File: src/logic/audf_pkg.sv
// Purpose: constants for the authentication-peripheral filter switch
// Assumes: 40 MHz ref_clk, 32-bit register port, four computer channels
// Notes: byte addresses, one aligned word per register
package audf_pkg;
  localparam int CLK_KHZ = 40000; // clock rate in kHz
  localparam int NCH = 4; // computer channels
  // register byte addresses
  localparam logic [7:0] A_CTRL = 8'h00;
  localparam logic [7:0] A_CRIT = 8'h04;
  localparam logic [7:0] A_WL_CSP = 8'h08;
  localparam logic [7:0] A_WL_ID = 8'h0c;
  localparam logic [7:0] A_WL_SER = 8'h10;
  localparam logic [7:0] A_BL_ID = 8'h14;
  localparam logic [7:0] A_TRAFFIC = 8'h18;
  localparam logic [7:0] A_STATUS = 8'h1c;
  localparam logic [7:0] A_FAIL_TIME = 8'h20;
  // criteria enable bit positions in A_CRIT
  localparam int CR_CLS = 0;
  localparam int CR_SUB = 1;
  localparam int CR_PROTO = 2;
  localparam int CR_PID = 3;
  localparam int CR_VID = 4;
  localparam int CR_SER = 5;
  localparam int CR_BL_EN = 6;
  localparam int CR_W = 7;
  // fixed filter: smart-card class code, revisions in bcd, must be bus powered
  localparam logic [7:0] CARD_CLASS = 8'h0b;
  localparam logic [15:0] CARD_REV_A = 16'h0110;
  localparam logic [15:0] CARD_REV_B = 16'h0100;
  // power dip: supply held off and discharged at least this long
  localparam int DIP_US = 100;
  localparam int DIP_CYC = (DIP_US * CLK_KHZ + 999) / 1000;
  // defaults sequence blink phase and blink half period
  localparam int BLINK_MS = 2000;
  localparam int BLINK_CYC = BLINK_MS * CLK_KHZ;
  localparam int BLINK_HALF_MS = 250;
  localparam int BLINK_HALF_CYC = BLINK_HALF_MS * CLK_KHZ;
  // main control states, one-hot
  typedef enum logic [3:0] {
    ST_TEST = 4'h1,
    ST_RUN = 4'h2,
    ST_FAIL = 4'h4,
    ST_BLINK = 4'h8
  } audf_st_t;
  // qualification states, one-hot
  typedef enum logic [3:0] {
    Q_IDLE = 4'h1,
    Q_WAIT = 4'h2,
    Q_OK = 4'h4,
    Q_REJ = 4'h8
  } audf_q_t;
endpackage

File: src/logic/audf_switch.sv
// Purpose: qualifies an authentication peripheral and switches it to a computer
// Assumes: enumeration details come from the qualifier core as a pulse with data
// Notes: only routing control here; peripheral traffic never enters this block
`timescale 1ns/100ps

module audf_switch import audf_pkg::*; #(
  parameter int DIP_CYCLES = DIP_CYC,
  parameter int BLINK_CYCLES = BLINK_CYC,
  parameter int BLINK_HALF_CYCLES = BLINK_HALF_CYC
) (
  input wire logic ref_clk,
  input wire logic rst,
  input wire logic [7:0] reg_addr,
  input wire logic [31:0] reg_wdata,
  input wire logic reg_we,
  input wire logic reg_re,
  output logic [31:0] reg_rdata,
  input wire logic admin_auth,
  input wire logic [NCH-1:0] btn_sel,
  input wire logic btn_freeze,
  input wire logic btn_default,
  input wire logic selftest_done,
  input wire logic selftest_pass,
  input wire logic tamper,
  input wire logic dev_attach,
  input wire logic enum_valid,
  input wire logic [7:0] enum_class,
  input wire logic [7:0] enum_subclass,
  input wire logic [7:0] enum_protocol,
  input wire logic [15:0] enum_vid,
  input wire logic [15:0] enum_pid,
  input wire logic [31:0] enum_serial,
  input wire logic [15:0] enum_rev,
  input wire logic enum_bus_powered,
  input wire logic vbus_low,
  output logic mode_to_mux,
  output logic [NCH-1:0] mux_sel,
  output logic vbus_en,
  output logic vbus_discharge,
  output logic [NCH-1:0] led_chan,
  output logic led_freeze,
  output logic selftest_start,
  output logic reject_evt,
  output logic fail_log
);
  audf_st_t st_q; // main control state
  audf_q_t q_q; // qualification state
  logic cfg_q; // configurable filtration mode active
  logic loaded_q; // a list or traffic rule has been loaded
  logic [CR_W-1:0] crit_q; // criteria enables
  logic [23:0] wl_csp_q; // class, subclass, protocol
  logic [31:0] wl_id_q; // vid, pid
  logic [31:0] wl_ser_q; // serial number
  logic [31:0] bl_id_q; // black-listed vid, pid
  logic [NCH-1:0] block_q; // forbidden channels
  logic [NCH-1:0] sel_q; // selected channel, one-hot
  logic freeze_q; // freeze active
  logic dip_q; // power dip in progress
  logic [15:0] dip_cnt_q; // dip length counter
  logic [31:0] blink_cnt_q; // defaults blink phase counter
  logic [31:0] half_cnt_q; // blink half period counter
  logic blink_on_q; // blink phase of indicators
  logic [31:0] time_q; // free-running time tag
  logic [31:0] fail_time_q; // time tag of last self-test failure
  logic [NCH-1:0] mux_sel_q; // registered multiplexer select
  logic [31:0] rdata_q; // read data register
  logic match; // enumeration details pass the active filter
  logic chg_go; // accepted channel change
  logic run_ok; // normal operation, no tamper

  // true when exactly one bit is set
  function automatic logic one_hot(input logic [NCH-1:0] b);
    return (b != '0) && ((b & (b - NCH'(1))) == '0);
  endfunction

  // fixed filter or configured white and black lists
  always_comb begin
    logic wl;
    logic bl;
    wl = 1'b1;
    bl = 1'b0;
    if (cfg_q) begin
      // each enabled criterion must agree
      if (crit_q[CR_CLS] && enum_class != wl_csp_q[23:16]) wl = 1'b0;
      if (crit_q[CR_SUB] && enum_subclass != wl_csp_q[15:8]) wl = 1'b0;
      if (crit_q[CR_PROTO] && enum_protocol != wl_csp_q[7:0]) wl = 1'b0;
      if (crit_q[CR_VID] && enum_vid != wl_id_q[31:16]) wl = 1'b0;
      if (crit_q[CR_PID] && enum_pid != wl_id_q[15:0]) wl = 1'b0;
      if (crit_q[CR_SER] && enum_serial != wl_ser_q) wl = 1'b0;
      // black list adds a restriction on top
      bl = crit_q[CR_BL_EN] && {enum_vid, enum_pid} == bl_id_q;
      match = wl && !bl;
    end else begin
      // only bus-powered card-class devices
      match = enum_bus_powered && enum_class == CARD_CLASS &&
              (enum_rev == CARD_REV_A || enum_rev == CARD_REV_B);
    end
  end

  // only a front-panel button may change the channel
  assign chg_go = st_q == ST_RUN && !freeze_q && one_hot(btn_sel) && btn_sel != sel_q;
  assign run_ok = st_q == ST_RUN && !tamper;

  // main control: self-test, normal run, failure, defaults blink
  always_ff @(posedge ref_clk) begin
    if (rst) begin
      st_q <= ST_TEST;
    end else begin
      unique case (st_q)
        ST_TEST: begin
          if (selftest_done) st_q <= selftest_pass ? ST_RUN : ST_FAIL;
        end
        ST_RUN: begin
          if (tamper) st_q <= ST_FAIL;
          else if (btn_default) st_q <= ST_BLINK;
        end
        ST_FAIL: st_q <= ST_FAIL; // latched until power cycle
        ST_BLINK: begin
          if (blink_cnt_q == 32'(BLINK_CYCLES - 1)) st_q <= ST_TEST;
        end
        default: st_q <= ST_FAIL; // illegal code treated as failure
      endcase
    end
  end

  // retest request pulses as the blink phase ends
  always_ff @(posedge ref_clk) begin
    if (rst) begin
      selftest_start <= 1'b0;
    end else begin
      selftest_start <= st_q == ST_BLINK && blink_cnt_q == 32'(BLINK_CYCLES - 1);
    end
  end

  // blink timers, all indicators together
  always_ff @(posedge ref_clk) begin
    if (rst || st_q != ST_BLINK) begin
      blink_cnt_q <= '0;
      half_cnt_q <= '0;
      blink_on_q <= 1'b1;
    end else begin
      blink_cnt_q <= blink_cnt_q + 32'h1;
      if (half_cnt_q == 32'(BLINK_HALF_CYCLES - 1)) begin
        half_cnt_q <= '0;
        blink_on_q <= !blink_on_q;
      end else begin
        half_cnt_q <= half_cnt_q + 32'h1;
      end
    end
  end

  // time tag and failure record
  always_ff @(posedge ref_clk) begin
    if (rst) begin
      time_q <= '0;
      fail_time_q <= '0;
      fail_log <= 1'b0;
    end else begin
      time_q <= time_q + 32'h1;
      fail_log <= st_q == ST_TEST && selftest_done && !selftest_pass;
      if (st_q == ST_TEST && selftest_done && !selftest_pass) fail_time_q <= time_q;
    end
  end

  // channel selection and freeze, cleared whenever not running
  always_ff @(posedge ref_clk) begin
    if (rst || st_q != ST_RUN) begin
      sel_q <= '0; // nothing chosen before the test passes
      freeze_q <= 1'b0;
    end else begin
      if (sel_q == '0) sel_q <= {{(NCH-1){1'b0}}, 1'b1}; // first channel after pass
      else if (chg_go) sel_q <= btn_sel;
      if (btn_freeze) freeze_q <= !freeze_q;
    end
  end

  // power dip on channel change: supply off, load shorts rail until low
  always_ff @(posedge ref_clk) begin
    if (rst || !run_ok) begin
      dip_q <= 1'b0;
      dip_cnt_q <= '0;
    end else if (chg_go && sel_q != '0) begin
      dip_q <= 1'b1;
      dip_cnt_q <= '0;
    end else if (dip_q) begin
      // both the minimum time and the low rail are needed
      if (dip_cnt_q >= 16'(DIP_CYCLES - 1) && vbus_low) dip_q <= 1'b0;
      else if (dip_cnt_q < 16'(DIP_CYCLES - 1)) dip_cnt_q <= dip_cnt_q + 16'h1;
    end
  end

  // peripheral supply switch and discharge load
  always_ff @(posedge ref_clk) begin
    if (rst) begin
      vbus_en <= 1'b0;
      vbus_discharge <= 1'b0;
    end else begin
      vbus_en <= run_ok && !dip_q && !(chg_go && sel_q != '0);
      vbus_discharge <= run_ok && (dip_q || (chg_go && sel_q != '0));
    end
  end

  // qualification: qualifier first, then mux, recheck during session
  always_ff @(posedge ref_clk) begin
    if (rst || !run_ok || !dev_attach || dip_q) begin
      q_q <= Q_IDLE;
    end else begin
      unique case (q_q)
        Q_IDLE: q_q <= Q_WAIT; // route to qualifier on attach
        Q_WAIT: begin
          if (enum_valid) q_q <= match ? Q_OK : Q_REJ;
        end
        Q_OK: begin
          if (enum_valid && !match) q_q <= Q_REJ;
        end
        Q_REJ: q_q <= Q_REJ; // held until detach, a power dip, tamper or leaving normal run
        default: q_q <= Q_IDLE;
      endcase
    end
  end

  // rejection event toward the log
  always_ff @(posedge ref_clk) begin
    if (rst) begin
      reject_evt <= 1'b0;
    end else begin
      reject_evt <= run_ok && dev_attach && !dip_q && enum_valid && !match &&
                    (q_q == Q_WAIT || q_q == Q_OK);
    end
  end

  // multiplexer: only the selected, unforbidden channel, only when qualified
  always_ff @(posedge ref_clk) begin
    if (rst) begin
      mux_sel_q <= '0;
    end else if (run_ok && q_q == Q_OK && !dip_q && (sel_q & block_q) == '0) begin
      mux_sel_q <= sel_q;
    end else begin
      mux_sel_q <= '0;
    end
  end
  // switch only steers lines; no traffic is sampled or stored
  assign mux_sel = mux_sel_q;
  assign mode_to_mux = q_q == Q_OK;

  // indicators: dark in test and fail, blink together in defaults
  always_comb begin
    led_chan = '0;
    led_freeze = 1'b0;
    if (st_q == ST_RUN) begin
      led_chan = sel_q; // no dimming control exists
      led_freeze = freeze_q;
    end else if (st_q == ST_BLINK) begin
      led_chan = {NCH{blink_on_q}};
      led_freeze = blink_on_q;
    end
  end

  // register writes; defaults sequence restores factory settings
  always_ff @(posedge ref_clk) begin
    if (rst || st_q == ST_BLINK) begin
      cfg_q <= 1'b0;
      loaded_q <= 1'b0;
      crit_q <= '0;
      wl_csp_q <= '0;
      wl_id_q <= '0;
      wl_ser_q <= '0;
      bl_id_q <= '0;
      block_q <= '0;
    end else if (reg_we) begin
      unique case (reg_addr)
        A_CTRL: begin
          // configurable mode needs a login and a loaded
          if (reg_wdata[0] && admin_auth && loaded_q) cfg_q <= 1'b1;
          if (reg_wdata[1]) cfg_q <= 1'b0;
        end
        A_CRIT: crit_q <= reg_wdata[CR_W-1:0];
        A_WL_CSP: begin
          wl_csp_q <= reg_wdata[23:0];
          loaded_q <= 1'b1;
        end
        A_WL_ID: begin
          wl_id_q <= reg_wdata;
          loaded_q <= 1'b1;
        end
        A_WL_SER: begin
          wl_ser_q <= reg_wdata;
          loaded_q <= 1'b1;
        end
        A_BL_ID: begin
          bl_id_q <= reg_wdata;
          loaded_q <= 1'b1;
        end
        A_TRAFFIC: begin
          block_q <= reg_wdata[NCH-1:0];
          loaded_q <= 1'b1;
        end
        default: ; // unmapped or read-only: ignored
      endcase
    end
  end

  // read data, valid the cycle after the strobe, zero otherwise
  always_ff @(posedge ref_clk) begin
    if (rst || !reg_re) begin
      rdata_q <= '0;
    end else begin
      unique case (reg_addr)
        A_CTRL: rdata_q <= {30'h0, loaded_q, cfg_q};
        A_CRIT: rdata_q <= {25'h0, crit_q};
        A_WL_CSP: rdata_q <= {8'h0, wl_csp_q};
        A_WL_ID: rdata_q <= wl_id_q;
        A_WL_SER: rdata_q <= wl_ser_q;
        A_BL_ID: rdata_q <= bl_id_q;
        A_TRAFFIC: rdata_q <= {28'h0, block_q};
        A_STATUS: rdata_q <= {12'h0, freeze_q, dip_q, 2'h0, sel_q, q_q, 4'h0, st_q};
        A_FAIL_TIME: rdata_q <= fail_time_q;
        default: rdata_q <= '0;
      endcase
    end
  end
  assign reg_rdata = rdata_q;
endmodule

File: config.mk
export PLATFORM = sky130hd
export DESIGN_NAME = audf_switch
export DESIGN_NICKNAME = d
export VERILOG_FILES = /design/src/logic/audf_pkg.sv /design/src/logic/audf_switch.sv
export SDC_FILE = /design/constraint.sdc
export NUM_CORES = 1
export LEC_CHECK = 0
export ABC_CLOCK_PERIOD_IN_PS = 2570
export BUFFER_PORTS_ARGS = -buffer_cell sky130_fd_sc_hd__buf_4
export CORE_MARGIN = 3
export CORE_UTILIZATION = 50
export CTS_CLUSTER_DIAMETER = 150
export DETAILED_ROUTE_END_ITERATION = 12
export PLACE_DENSITY = 0.68
export SYNTH_ARGS = -nofsm -noshare
export SYNTH_HDL_FRONTEND = slang
export SYNTH_SLANG_ARGS = --single-unit
File: constraint.sdc
create_clock -name ref_clk -period 2.57 [get_ports ref_clk]
set_input_delay 0.514 -clock ref_clk [delete_from_list [all_inputs] [get_ports ref_clk]]
set_output_delay 0.514 -clock ref_clk [all_outputs]
set_load 0.02 [all_outputs]
Word-level counts from Yosys, hierarchy flattened
Index checks and enable logic that the tools add are counted.
{ "op_classes": {"reduce_logical": 79, "order_cmp": 2, "n_addsub": 5, "eq_ne": 35, "mux": 30, "bitwise": 4} }
{ "op_table": {"columns": ["op", "count"], "rows": [
  ["one-hot mux 32 bit (9 select lines)", 1],
  ["adder 32 x 1 -> 32 bit, second input constant", 3],
  ["2-to-1 mux 4 bit", 9],
  ["logical AND 1 bit", 34],
  ["equality test 16 x 9 -> 1 bit, second input constant", 2],
  ["equality test 32 x 24 -> 1 bit, second input constant", 1],
  ["equality test 32 x 27 -> 1 bit, second input constant", 1],
  ["equality test 32 bit", 1],
  ["equality test 8 x 5 -> 1 bit, second input constant", 4],
  ["!= test 16 bit", 2],
  ["!= test 32 bit", 1],
  ["equality test 8 x 4 -> 1 bit, second input constant", 3],
  ["!= test 8 bit", 3],
  ["2-to-1 mux 1 bit", 17],
  ["adder 16 x 1 -> 16 bit, second input constant", 1],
  ["greater-or-equal comparator 16 x 12 -> 1 bit, second input constant", 1],
  ["< comparator 16 x 12 -> 1 bit, second input constant", 1],
  ["one-hot mux 4 bit (4 select lines)", 1],
  ["AND reduction 2 bit", 8],
  ["logical NOT 4 bit", 3],
  ["one-hot mux 4 bit (3 select lines)", 1],
  ["logical NOT 1 bit", 11],
  ["logical OR 1 bit", 10],
  ["AND reduction 3 bit", 3],
  ["21 further kinds", 33]
]} }
{ "totals": {"input_bits": 162, "register_bits": 333} }

Longest topological paths before layout
{ "logic_depth": {"word_depth": 15, "ltp_mapped": 9} }

Worst setup path after synthesis
No wires, ideal clock.
{ "synth_timing": {"path_kind": "input to register", "from": "input btn_sel[1]", "to": "register dip_cnt_q[10]", "cell_stages": 6, "arrival_time_ns": 2.005, "required_ns": 2.453, "path_buffers": 1, "slack_ns": 0.448, "cell_sequence": "or4b_1 -> o21ai_0 -> nand4b_1 -> o21ai_2 -> buf_2 -> nor2_1"} }
{ "synth_between": {"elab_chain_len": 8} }
{ "synth_lines": {"columns": ["item", "line_no", "text"], "rows": [
  ["start: declaration", "audf_switch.sv:19", "input wire logic [NCH-1:0] btn_sel,"],
  ["subtractor 4 x 1 -> 4 bit", "audf_switch.sv:73", "return (b != '0) && ((b & (b - NCH'(1))) == '0);"],
  ["AND 4 bit", "audf_switch.sv:73", null],
  ["logical NOT 4 bit", "audf_switch.sv:73", null],
  ["logical AND 1 bit", "audf_switch.sv:73", null],
  ["logical AND 1 bit", "audf_switch.sv:101", "assign chg_go = st_q == ST_RUN && !freeze_q && one_hot(btn_sel) && btn_sel != sel_q;"],
  ["logical AND 1 bit (*)", "audf_switch.sv:101", null],
  ["logical AND 1 bit (*)", "audf_switch.sv:182", "end else if (chg_go && sel_q != '0) begin"],
  ["OR reduction 2 bit (no line) (*)", null, null],
  ["end signal: assignment", "audf_switch.sv:188", "else if (dip_cnt_q < 16'(DIP_CYCLES - 1)) dip_cnt_q <= dip_cnt_q + 16'h1;"],
  ["end: declaration", "audf_switch.sv:59", "logic [15:0] dip_cnt_q;"]
]} }
Every way passes the cells marked *; elsewhere a longest branch is shown, timed or not.
A chain may end at the register's enable or synchronous reset.

Final worst setup path
{ "layout_timing": {"from": "register st_q[3]", "to": "output led_chan[0]"} }
{ "layout_between": {"elab_chain_len": 3} }
{ "layout_lines": {"columns": ["item", "line_no", "text"], "rows": [
  ["start: declaration", "audf_switch.sv:46", "audf_st_t st_q;"],
  ["start signal: assignment", "audf_switch.sv:111", "if (selftest_done) st_q <= selftest_pass ? ST_RUN : ST_FAIL;"],
  ["equality test 4 bit", "audf_switch.sv:253", "end else if (st_q == ST_BLINK) begin"],
  ["2-to-1 mux 4 bit", "audf_switch.sv:253", null],
  ["2-to-1 mux 4 bit (*)", "audf_switch.sv:250", "if (st_q == ST_RUN) begin"],
  ["end: declaration", "audf_switch.sv:40", "output logic [NCH-1:0] led_chan,"]
]} }
Marked as above.

==> metrics.txt <==
asr flop ratio synth=0%; critical path class=flop to output pin; worst reg2reg path depth=8; placed instance count=2310; worst vdd ir=0.0004116 V; Final min period=2.469 ns; Clock Tree Root=clkbuf_16; CTS resizes=0; Power per Cell Area=618.0 mW/mm2; die area=0.03134 mm2; core area=0.02832 mm2; placed instance area=0.01678 mm2; Cell Area, Synth=0.01463 mm2; Placement Setup Slack=-0.06509 ns; hold-fix buffers at CTS=0; vias in the first global route=12580; Post-Layout Cell Count=2376; Clock transition at path regs=0.06 ns; first-pass GRT wire length=69.21 mm; fillers=2481; Netlist cell types=56; grt total ovfl=0; Setup crit start kind=flop; CP cell instances=nor4b_2 > buf_4 > nand2_1 > nand2_1 > buf_4; hpwl dp=33.34 mm; synthesized flop and latch total=333; FF-to-FF setup slack=0.14 ns; largest net degree at the start of global routing=66; setup TNS=0 ns; Final #Nets=2136; Starting Density=51.66%; Worst path depth=5; Yosys warning total=0; Mapped Cells=1772; maximum buffer depth of the clock tree=3; Max stage delay on crit path=0.47 ns; DR vias=13520; Final Util=63.66%; Hold WS=0.1961 ns; Port Buffer Count=207; n_diodes=0; FF-to-FF End=q_q[3]$_SDFFE_PP0P_; max-slew violations=0; Max-Cap Viols=0; HP Class=input port to flop; Final setup viols=0; Worst Setup EP=led_chan[0]; wire length per cell=19.22 um; DR iter-0 viols=1543; Post-CTS Setup Bufs=0; H-tree depth=2; fraction of layout cells with a size suffix above 1=16.92%; post-route cell area=0.01803 mm2; row cnt=61; clk_lat worst skew=0.53 ns; post-synthesis net count=1938; crit-path max FO=5; final WL=45.66 mm; number of CTS-inserted buffers=36; RSZ-0062 raised after global routing=no; Final ANT Viol Nets=0; Reg-to-Reg Start=bl_id_q[2]$_SDFFE_PP0P_; element type at the critical path end=output pin; Critical-path top delay cell=dfxtp_1; first drt pass iteration count=8; FMAX=0.4050 GHz; Synth Area per Inst=8.255 um2; CTS tree=done; status=finished clean; Slew @ Worst Pin=0.7501 ns; GP Congestion=0.9442; family with the most delay on the worst path=simple AND/OR/NAND/NOR gates; leakage=6.485 nW; Via density=5.688; CP Data Arrival Time=1.96 ns; clock sinks=333; Layout area overhead=23.23%; Total GRT Usage=27.96%; clock skew=0.01897 ns; DRC Markers=0; Top-Level Pins=209; number of synthesized flops with an enable pin=0; die width=177.0 um; Worst EP required=2.06 ns; initial antenna violation count=0; Synth Flop Type=dfxtp_1; Setup WS post-layout=0.1007 ns; Slew HR=49.99%; Final Cycle Share=96.08%; Power Total=11.14 mW; sequential fraction of the synthesis area=45.57%; Crit. Startpoint=st_q[3]$_SDFFE_PP0P_; Fin. Hold Viols=0; die height=177.0 um; Buf/Inv on CP=2
-- worst register-to-register path, stage by stage (launching register included) --
cell,delay (ns)
dfxtp_1,0.37
xor2_1,0.19
nor4_1,0.39
nand4_1,0.14
nor3_1,0.36
nor4bb_1,0.12
buf_4,0.17
o41a_1,0.40
nor3_1,0.19
-- logic make-up (layout without fill, tap and decap cells) --
kind of cell / after synthesis / count (layout) / synth area share (%)
adders and majority gates: 4 / 4 / 0.3422
buffers and inverters: 112 / 338 / 3.028
muxes: 5 / 5 / 0.3422
DFF: 333 / 333 / 45.57
AOI/OAI and AO/OA: 314 / 314 / 13.04
xor gates and xnor gates: 219 / 219 / 13.11
and+or+nand+nor: 785 / 785 / 24.57
-- report_power, final --
part | internal, mW | switching [mW]
clock | 3.25 | 2.13
sequential | 5.17 | 0.0204
combinational | 0.263 | 0.308
-- layer usage --
metal / global-route usage, % / vias up / routed length, um
li1: - / 6475 / -
met1: 37.09 / 6300 / 18720
met2: 43.72 / 626 / 20390
met3: 6.306 / 114 / 4501
met4: 12.37 / 0 / 2054
met5: 0 / - / 0
-- worst min path at each step --
| stage | slack [ns] | depth (start not counted) | to | startpoint |
|---|---|---|---|---|
| 2_1_floorplan | 0.42 | 2 | dip_cnt_q[15]$_SDFFE_PP0P_ | dip_cnt_q[15]$_SDFFE_PP0P_ |
| 3_3_place_gp | 0.42 | 2 | dip_cnt_q[12]$_SDFFE_PP0P_ | dip_cnt_q[12]$_SDFFE_PP0P_ |
| 3_5_place_dp | 0.43 | 2 | dip_cnt_q[12]$_SDFFE_PP0P_ | dip_cnt_q[12]$_SDFFE_PP0P_ |
| 4_1_cts | 0.18 | 2 | q_q[0]$_SDFFE_PP1P_ | dev_attach |
| 5_1_grt | 0.18 | 2 | q_q[0]$_SDFFE_PP1P_ | dev_attach |
| 6_report | 0.20 | 2 | q_q[0]$_SDFFE_PP1P_ | dev_attach |
-- final cells by class --
cell class,instances,area (um2),share of cell area [%]
Clock inverter,14,158.9,0.8815
Clock buffer,52,1082,6.004
Tap cell,378,473.0,2.624
Sequential cell,333,6666,36.98
Inverter,16,60.06,0.3332
Timing Repair Buffer,256,2047,11.36
Multi-Input combinational cell,1327,7538,41.82
-- layout by cell type (no fill, tap or decap), types with 3 or more instances in the layout --
master     count
nand2_1      406
dfxtp_1      333
buf_4        246
a21oi_1      202
xor2_1       154
nor2_1       140
xnor2_1       65
nand3_1       52
clkbuf_16     37
nor4_1        35
a222oi_1      34
nand4_1       31
a22oi_1       27
and3_1        21
o21ai_0       21
nor3_1        18
inv_1         16
and2_1        14
or3_1         12
clkbuf_8      10
buf_12        10
a31oi_1        9
clkinv_2       8
nand2b_1       7
and4_1         7
nor4b_1        7
nor3_2         6
mux2i_1        5
clkbuf_1       5
nor2b_1        4
ha_1           4
nor2_2         3
a22o_1         3
a221oi_1       3
a41oi_1        3
bufinv_16      3
-- synthesized netlist by cell type (all sizes together), types with 3 or more instances --
cell    count  area share (%)
or3        12            0.51
ha          4            0.34
nor4b       9            0.68
a221oi      3            0.18
a21oi     202             6.9
a41oi       3            0.18
nor2      143             3.7
and2       16            0.68
and3       22            0.98
nand3      53             1.9
buf        24            0.77
nand4      31             1.3
xnor2      65             3.9
dfxtp     333              46
o21ai      23            0.81
clkbuf     72             1.8
nor3       24             1.0
a31oi       9            0.38
mux2i       5            0.34
nand2b      7            0.30
xor2      154             9.2
nor2b       4            0.17
inv        16            0.41
nor4       37             1.7
a22oi      27             1.4
and4        7            0.42
a222oi     34             2.3
nand2     407              10
a22o        3            0.18
-- registers in the layout (all words and copies together) (netlist names), 32 cells and up --
name         flops
bl_id_q         32
blink_cnt_q     32
fail_time_q     32
half_cnt_q      32
reg_rdata       32
time_q          32
wl_id_q         32
wl_ser_q        32
No activity file was read; power rests on OpenSTA's default activity.
